### config.mk
export PLATFORM = sky130hd
export DESIGN_NAME = oc7_config_regs
export DESIGN_NICKNAME = d
export VERILOG_FILES = /design/src/oc7_pkg.sv /design/src/oc7_config_regs.sv
export VERILOG_INCLUDE_DIRS = /design/src
export SDC_FILE = /design/constraint.sdc
export NUM_CORES = 1
export LEC_CHECK = 0
export BUFFER_PORTS_ARGS = -buffer_cell sky130_fd_sc_hd__buf_2
export CAP_MARGIN = 20
export CORE_UTILIZATION = 53
export DETAILED_ROUTE_END_ITERATION = 6
export PLACE_DENSITY = 0.9
export SYNTH_ARGS = -nofsm -noshare
export SYNTH_HDL_FRONTEND = slang
export SYNTH_SLANG_ARGS = --single-unit
### constraint.sdc
create_clock -name i_core_clk -period 1.4 [get_ports i_core_clk]
set_input_delay 0.07 -clock i_core_clk [delete_from_list [all_inputs] [get_ports i_core_clk]]
set_output_delay 0.07 -clock i_core_clk [all_outputs]
set_load 0.05 [all_outputs]
### src/oc7_defines.svh
/*
  Offsets, field positions, reset values and codes for the channel 7
  configuration and status registers.
  Assumes inclusion by bare name from the package and the design module.
*/
`ifndef OC7_DEFINES_SVH
`define OC7_DEFINES_SVH

// Register offsets on the configuration port
`define OC7_ADDR_CTRL 8'h12
`define OC7_ADDR_DIV 8'h13
`define OC7_ADDR_FRAC 8'h14
`define OC7_ADDR_STATUS 8'h15

// Reset values of the writable registers
`define OC7_RST_CTRL 16'h0652
`define OC7_RST_DIV 16'h0008
`define OC7_RST_FRAC 16'h0000

// Writable bit masks; reserved bits are dropped on write
`define OC7_MASK_CTRL 16'h1fdf
`define OC7_MASK_DIV 16'h0fff
`define OC7_MASK_FRAC 16'hffff

// Control register fields
`define OC7_PRESCALE_MSB 12
`define OC7_PRESCALE_LSB 10
`define OC7_FRAC_EN_BIT 9
`define OC7_EDGE_BIT 8
`define OC7_NEG_EN_BIT 7
`define OC7_POS_EN_BIT 6
`define OC7_DRV_MSB 4
`define OC7_DRV_LSB 3
`define OC7_MODE_MSB 2
`define OC7_MODE_LSB 1
`define OC7_SUPPLY_BIT 0

// Divider register fields
`define OC7_INTDIV_MSB 11
`define OC7_INTDIV_LSB 4
`define OC7_FRACHI_MSB 3
`define OC7_FRACHI_LSB 0

// Status register fields
`define OC7_ST_UNLOCK_BIT 2
`define OC7_ST_LOS_BIT 1
`define OC7_ST_SEL_BIT 0

// Prescale codes
`define OC7_PRE_DIV2 3'h0
`define OC7_PRE_DIV3 3'h1
`define OC7_PRE_DIV1 3'h7

`endif

### src/oc7_pkg.sv
/*
  Types for the channel 7 configuration block.
  Assumes oc7_defines.svh is on the include path.
*/
package oc7_pkg;
  `include "oc7_defines.svh"

  typedef enum logic [1:0] {
    OC7_DRV_LVDS = 2'h0,
    OC7_DRV_LVCMOS = 2'h2,
    OC7_DRV_HCSL = 2'h3
  } oc7_drv_type;

  typedef enum logic [1:0] {
    OC7_OUT_OFF = 2'h0,
    OC7_OUT_TOGGLE = 2'h1,
    OC7_OUT_LOW = 2'h2,
    OC7_OUT_HIGH = 2'h3
  } oc7_mode_type;

  // Decoded settings handed to the channel 7 datapath
  typedef struct packed {
    logic frac_path_enable;
    logic [1:0] prescale_ratio;
    logic prescale_reserved;
    logic single_ended_edge_rate;
    logic single_ended_neg_enable;
    logic single_ended_pos_enable;
    oc7_drv_type driver_type_sel;
    oc7_mode_type channel_output_state;
    logic output_supply_range;
    logic [8:0] integer_divide_ratio;
    logic [19:0] fraction_divide_value;
  } oc7_cfg_type;
endpackage

### src/oc7_config_regs.sv
/*
  Channel 7 output configuration registers and the device status word,
  with decoded settings for the output datapath.
  Assumes a serial port front end on the same clock that presents one
  register access per strobe, and status levels from the PLL domain.
*/
`timescale 1ns/10ps
`include "oc7_defines.svh"

module oc7_config_regs
  import oc7_pkg::*;
(
  input wire logic i_core_clk,
  input wire logic i_reset_n,
  input wire logic [7:0] i_reg_addr,
  input wire logic i_reg_wr,
  input wire logic i_reg_rd,
  input wire logic [15:0] i_reg_wdata,
  input wire logic i_pll_locked,
  input wire logic i_reference_missing_flag,
  input wire logic i_ref_secondary,
  output logic [15:0] o_reg_rdata,
  output logic o_reg_rvalid,
  output logic o_lock_status,
  output oc7_cfg_type o_ch7_cfg
);

  // Prescale code to ratio; reserved codes fall back to one
  function automatic logic [2:0] prescale_decode(input logic [2:0] code);
    case (code)
      `OC7_PRE_DIV2: prescale_decode = {1'b0, 2'h2};
      `OC7_PRE_DIV3: prescale_decode = {1'b0, 2'h3};
      `OC7_PRE_DIV1: prescale_decode = {1'b0, 2'h1};
      default: prescale_decode = {1'b1, 2'h1};
    endcase
  endfunction

  logic [15:0] ctrl;
  logic [15:0] divider;
  logic [15:0] fraction;
  logic [15:0] next_ctrl;
  logic [15:0] next_divider;
  logic [15:0] next_fraction;

  // Writable registers; the status offset has no storage at all
  always_comb begin
    next_ctrl = ctrl;
    next_divider = divider;
    next_fraction = fraction;
    if (i_reg_wr) begin
      case (i_reg_addr)
        `OC7_ADDR_CTRL: next_ctrl = i_reg_wdata & `OC7_MASK_CTRL;
        `OC7_ADDR_DIV: next_divider = i_reg_wdata & `OC7_MASK_DIV;
        `OC7_ADDR_FRAC: next_fraction = i_reg_wdata & `OC7_MASK_FRAC;
        default: next_ctrl = ctrl;
      endcase
    end
  end

  always_ff @(posedge i_core_clk or negedge i_reset_n) begin
    if (!i_reset_n) begin
      ctrl <= `OC7_RST_CTRL;
      divider <= `OC7_RST_DIV;
      fraction <= `OC7_RST_FRAC;
    end else begin
      ctrl <= next_ctrl;
      divider <= next_divider;
      fraction <= next_fraction;
    end
  end

  // Status levels come from the PLL domain, so two stages each
  logic [2:0] status_meta;
  logic [2:0] status_sync;
  logic [2:0] next_status_meta;

  always_comb begin
    next_status_meta = {i_pll_locked, i_reference_missing_flag, i_ref_secondary};
  end

  always_ff @(posedge i_core_clk or negedge i_reset_n) begin
    if (!i_reset_n) begin
      status_meta <= 3'h0;
      status_sync <= 3'h0;
    end else begin
      status_meta <= next_status_meta;
      status_sync <= status_meta;
    end
  end

  // Status word: unlock is the inverse of the lock level
  logic [15:0] status_word;
  always_comb begin
    status_word = 16'h0000;
    status_word[`OC7_ST_UNLOCK_BIT] = ~status_sync[2];
    status_word[`OC7_ST_LOS_BIT] = status_sync[1];
    status_word[`OC7_ST_SEL_BIT] = status_sync[0];
  end

  // Read path, one cycle after the strobe; unmapped offsets read zero
  logic [15:0] next_rdata;
  logic next_rvalid;
  logic next_lock;

  always_comb begin
    next_rvalid = i_reg_rd;
    next_rdata = o_reg_rdata;
    next_lock = status_sync[2]; // Pin polarity: high means locked
    if (i_reg_rd) begin
      case (i_reg_addr)
        `OC7_ADDR_CTRL: next_rdata = ctrl;
        `OC7_ADDR_DIV: next_rdata = divider;
        `OC7_ADDR_FRAC: next_rdata = fraction;
        `OC7_ADDR_STATUS: next_rdata = status_word;
        default: next_rdata = 16'h0000;
      endcase
    end
  end

  always_ff @(posedge i_core_clk or negedge i_reset_n) begin
    if (!i_reset_n) begin
      o_reg_rdata <= 16'h0000;
      o_reg_rvalid <= 1'b0;
      o_lock_status <= 1'b0;
    end else begin
      o_reg_rdata <= next_rdata;
      o_reg_rvalid <= next_rvalid;
      o_lock_status <= next_lock;
    end
  end

  // Decoded settings, registered so the datapath sees clean levels
  oc7_cfg_type next_cfg;
  logic [2:0] pre;

  always_comb begin
    pre = prescale_decode(ctrl[`OC7_PRESCALE_MSB:`OC7_PRESCALE_LSB]);
    next_cfg.frac_path_enable = ctrl[`OC7_FRAC_EN_BIT];
    // Bypass forces unity, so a stale code cannot disturb the path
    next_cfg.prescale_ratio = ctrl[`OC7_FRAC_EN_BIT] ? pre[1:0] : 2'h1;
    next_cfg.prescale_reserved = ctrl[`OC7_FRAC_EN_BIT] & pre[2];
    next_cfg.single_ended_edge_rate = ctrl[`OC7_EDGE_BIT];
    next_cfg.single_ended_pos_enable = ctrl[`OC7_POS_EN_BIT];
    // A lone negative enable is a software slip; keep the side off
    next_cfg.single_ended_neg_enable = ctrl[`OC7_NEG_EN_BIT] & ctrl[`OC7_POS_EN_BIT];
    case (ctrl[`OC7_DRV_MSB:`OC7_DRV_LSB])
      2'h2: next_cfg.driver_type_sel = OC7_DRV_LVCMOS;
      2'h3: next_cfg.driver_type_sel = OC7_DRV_HCSL;
      default: next_cfg.driver_type_sel = OC7_DRV_LVDS;
    endcase
    next_cfg.channel_output_state = oc7_mode_type'(ctrl[`OC7_MODE_MSB:`OC7_MODE_LSB]);
    next_cfg.output_supply_range = ctrl[`OC7_SUPPLY_BIT];
    next_cfg.integer_divide_ratio =
      {1'b0, divider[`OC7_INTDIV_MSB:`OC7_INTDIV_LSB]} + 9'h001;
    next_cfg.fraction_divide_value =
      {divider[`OC7_FRACHI_MSB:`OC7_FRACHI_LSB], fraction};
  end

  always_ff @(posedge i_core_clk or negedge i_reset_n) begin
    if (!i_reset_n) begin
      // Unity ratios while held, so no illegal zero divide leaks out
      o_ch7_cfg <= '0;
      o_ch7_cfg.prescale_ratio <= 2'h1;
      o_ch7_cfg.integer_divide_ratio <= 9'h001;
    end else begin
      o_ch7_cfg <= next_cfg;
    end
  end
endmodule // oc7_config_regs

# After elaboration in Yosys (flattened, before gate mapping)
# Index checks and enable logic that the tools add are counted.
[word_totals]
reg_bits = 105
wordCells = 39
input_bits = 31
output_inout_bits = 59
[classes]
addsub = 1
muxes = 4
n_eq_ne = 8
reduce_logical = 4
bitwise_logic = 3
[ops]
columns = ["cell", "count"]
rows = [
  ["$pmux W16 S4", 1],
  ["$eq A8 B5 Y1 const B", 4],
  ["$add A8 B1 Y9 const B", 1],
  ["$pmux W3 S3", 1],
  ["$reduce_and A2 Y1", 3],
  ["$eq A2 B2 Y1 const B", 2],
  ["$pmux W2 S2", 1],
  ["$eq A3 B1 Y1 const B", 1],
  ["$eq A3 B3 Y1 const B", 1],
  ["$logic_not A3 Y1", 1],
  ["$and A1 B1 Y1", 2],
  ["$mux W2", 1],
  ["$not A1 Y1", 1],
]

# Logic depth before layout (Yosys ltp)
[depth]
word_depth = 3
mapped_depth = 6

# Worst setup path before layout
# No wires, ideal clock.
[synth_path]
path_kind = "input -> register"
from = "input port i_reg_addr[5]"
to = "register ctrl[11]"
setup_time_ps = 125
setup_slack_ps = 10
t_arrival_ps = 1265
path_stages = 5
t_required_ps = 1275
path_cell_list = "nand2b_1 -> nor4_4 -> and4b_4 -> buf_12 -> mux2_4"
[synth_between]
elab_chain_len = 2
[synth_rtl]
columns = ["element", "line_no", "rtl"]
rows = [
  ["start: declaration", "oc7_config_regs.sv:15", "input wire logic [7:0] i_reg_addr,"],
  ["$eq A8 B5 Y1", "oc7_config_regs.sv:51", "case (i_reg_addr)"],
  ["$reduce_and A2 Y1 (no source line)", "n/a", ""],
  ["end signal: assignment", "oc7_config_regs.sv:62", "ctrl <= `OC7_RST_CTRL;"],
  ["end signal: assignment", "oc7_config_regs.sv:66", "ctrl <= next_ctrl;"],
  ["end: declaration", "oc7_config_regs.sv:38", "logic [15:0] ctrl;"],
]
# Every way passes these cells.
# A chain may end at the register's enable or synchronous reset.

==> results.sh <==
export IMPL_holdPathStages=2
export IMPL_die_area_mm2=0.00778
export IMPL_ys_warn_count=0
export IMPL_start_util=0.546
export IMPL_clock_sinks=105
export IMPL_htreeDepth=3
export IMPL_synthArstFlopShare=1.00
export IMPL_yosysSeqAreaShare=0.669
export IMPL_path_clk_slew_ns=0.09
export IMPL_grt_antenna_before_repair=0
export IMPL_power_uw=5520
export IMPL_vias=2616
export IMPL_ctsResizeCount=0
export IMPL_grt_pass1_vias=2708
export IMPL_ant_nets=0
export IMPL_cp_start_kind="register"
export IMPL_path_max_fanout=6
export IMPL_place_hpwl_um=5900
export IMPL_syn_inst=262
export IMPL_worstRegToRegCells=4
export IMPL_power_frac_seq=0.585
export IMPL_power_switching_uw=1490
export IMPL_gp_congestion=0.829
export IMPL_leakagePower_uw=0.00261
export IMPL_utilization=0.694
export IMPL_synth_edf_count=0
export IMPL_clockBufferDepth=2
export IMPL_drv_slew=0
export IMPL_drive_gt1_frac=0.450
export IMPL_hold_violations=0
export IMPL_outcome="completed"
export IMPL_yosys_cell_types_count=37
export IMPL_rsz0062_at_grt="false"
export IMPL_hold_path_class="in -> reg"
export IMPL_reg2reg_slack_ns=0.15
export IMPL_endpoint_kind="register"
export IMPL_comb_power_share=0.115
export IMPL_fin_nets=425
export IMPL_synth_top_area_cell="dfrtp_1"
export IMPL_synthTopCellsByArea="dfrtp_1 62%, mux2_4 7.6%, mux2_2 5.7%, dfstp_2 5.3%, mux2i_1 3.6%"
export IMPL_overflow=0
export IMPL_first_iter_violations=164
export IMPL_num_rows=31
export IMPL_whs_ns=0.0862
export IMPL_drc=0
export IMPL_clk_latency_ns=0.37
export IMPL_port_buffers=89
export IMPL_crit_required_ns=1.70
export IMPL_io_pins=90
export IMPL_synth_fp_nets=294
export IMPL_ir_drop_mv=0.717
export IMPL_ys_seq_elements=105
export IMPL_drv_cap=0
export IMPL_clockRootBuffer="clkbuf_8"
export IMPL_worst_pin_slew_ns=0.379
export IMPL_powerDensity_mw_per_mm2=1100
export IMPL_swShare=0.269
export IMPL_path_class="reg -> reg"
export IMPL_grt_max_degree=33
export IMPL_cts_tree="done"
export IMPL_wl_um=8560
export IMPL_post_place_cells=461
export IMPL_die_x_um=88.2
export IMPL_die_height_um=88.2
export IMPL_synth_avg_cell_area_um2=15.0
export IMPL_clkPwrFrac=0.300
export IMPL_fin_crit_sh=0.896
export IMPL_fp_coreArea_mm2=0.00721
export IMPL_gr_usage_all_layers=0.239
export IMPL_grt_pass1_wl_um=13400
export IMPL_final_cells=497
export IMPL_intPower_uw=4040
export IMPL_clock_skew_ns=0.00748
export IMPL_vias_per_cell=5.26
export IMPL_synth_ff_type="dfrtp_1"
export IMPL_num_antenna_cells=0
export IMPL_synth_top_area_frac=0.616
export IMPL_wl_per_cell_um=17.2
export IMPL_arrival_ns=1.55
export IMPL_cts_buffers=9
export IMPL_drt_first_pass_iters=5
export IMPL_setup_viol=0
export IMPL_fin_crit_ns=1.25
export IMPL_netlist_area_mm2=0.00394
export IMPL_max_freq_ghz=0.797
export IMPL_slew_headroom=0.747
export IMPL_area_growth_pct=27.1
==> cell type report <==
type / instances / area (um^2)
fill: 512 / 2210
clock buffer: 10 / 128
inverter: 18 / 67.6
clock inverter: 6 / 42.5
multi-input combinational: 128 / 1160
tap: 99 / 124
timing repair buffer: 131 / 851
sequential: 105 / 2640
==> worst max-delay path, cell delays in order, from the launching register on <==
cell,delay (ns)
dfrtp_1,0.46
ha_1,0.22
nand3_1,0.12
nor2_1,0.21
xor2_1,0.17
==> power groups by stage <==
stage	registers, uW	clock network [uW]	logic (uW)
finish	3230	1660	633
global route	3250	1810	674
CTS	3230	1680	635
detailed placement	3290	0	591
global placement	3290	0	572
floorplan	3470	0	147
==> per-stage QoR <==
stage | area, um^2 | worst slack, ns | setup TNS (ns)
4_1_cts | 5010 | 0.139 | 0
6_report | 5010 | 0.146 | 0
3_3_place_gp | 4640 | -0.0399 | -0.212
2_1_floorplan | 3940 | 0.00973 | 0
3_5_place_dp | 4640 | -0.0756 | -1.45
5_1_grt | 5010 | 0.0708 | 0
==> sequential cells by signal (all words and copies together), names as in the netlist <==
name           flops
o_lock_status      1
status_sync        3
fraction          16
o_reg_rdata       16
ctrl              12
status_meta        3
o_ch7_cfg         41
o_reg_rvalid       1
divider           12
==> cell usage after synthesis, types with 4 or more instances <==
| master | instances |
|---|---|
| xnor2_1 | 4 |
| clkbuf_1 | 4 |
| mux2i_1 | 14 |
| nand2b_1 | 4 |
| mux2_4 | 20 |
| dfrtp_1 | 97 |
| mux2_2 | 20 |
| buf_2 | 4 |
| inv_1 | 18 |
| a21oi_1 | 9 |
| dfstp_2 | 8 |
| o22ai_1 | 15 |
| nand2_1 | 6 |
| nor2_1 | 10 |
==> path summary, 6_finish.rpt <==
kind                                 from              to
min in group asynchronous       i_reset_n  status_sync[1]
hold / removal                   i_reg_rd    o_reg_rvalid
hold reg to reg            status_meta[1]  status_sync[1]
setup reg to reg               divider[4]   o_ch7_cfg[26]
max in group asynchronous       i_reset_n         ctrl[4]
setup / recovery               divider[4]   o_ch7_cfg[26]
==> timing repair <==
action                    CTS  global route
hold endpoints to repair  140             0
setup buffers               0             0
hold buffers               20             0
==> cells in the final DEF (no fill, tap or decap), types with 8 or more instances in the layout <==
cell type / n
buf_2: 88
a21oi_1: 9
clkbuf_8: 9
nor2_1: 10
dfrtp_1: 97
mux2_4: 20
dlygate4sd3_1: 20
dfstp_2: 8
mux2i_1: 14
buf_4: 20
inv_1: 18
mux2_2: 20
o22ai_1: 15
==> logic make-up (layout without fill, tap and decap cells) <==
group,count (synthesis),in the layout,synth area share
xor gates and xnor gates,6,6,0.0133
adders and majority gates,1,1,0.00318
buffers and inverters,29,165,0.0368
muxes,54,54,0.169
and+or+nand+nor,35,35,0.0575
DFF,105,105,0.669
AOI/OAI and AO/OA,32,32,0.0508
==> routing by layer <==
layer | track usage | vias up | share of wire
met5 | 0 | - | 0
met4 | 0.122 | 0 | 0.023
met3 | 0.0560 | 22 | 0.059
met2 | 0.395 | 109 | 0.50
met1 | 0.297 | 1322 | 0.41
li1 | - | 1163 | -
Note: power is estimated with default switching activity, not from simulation.
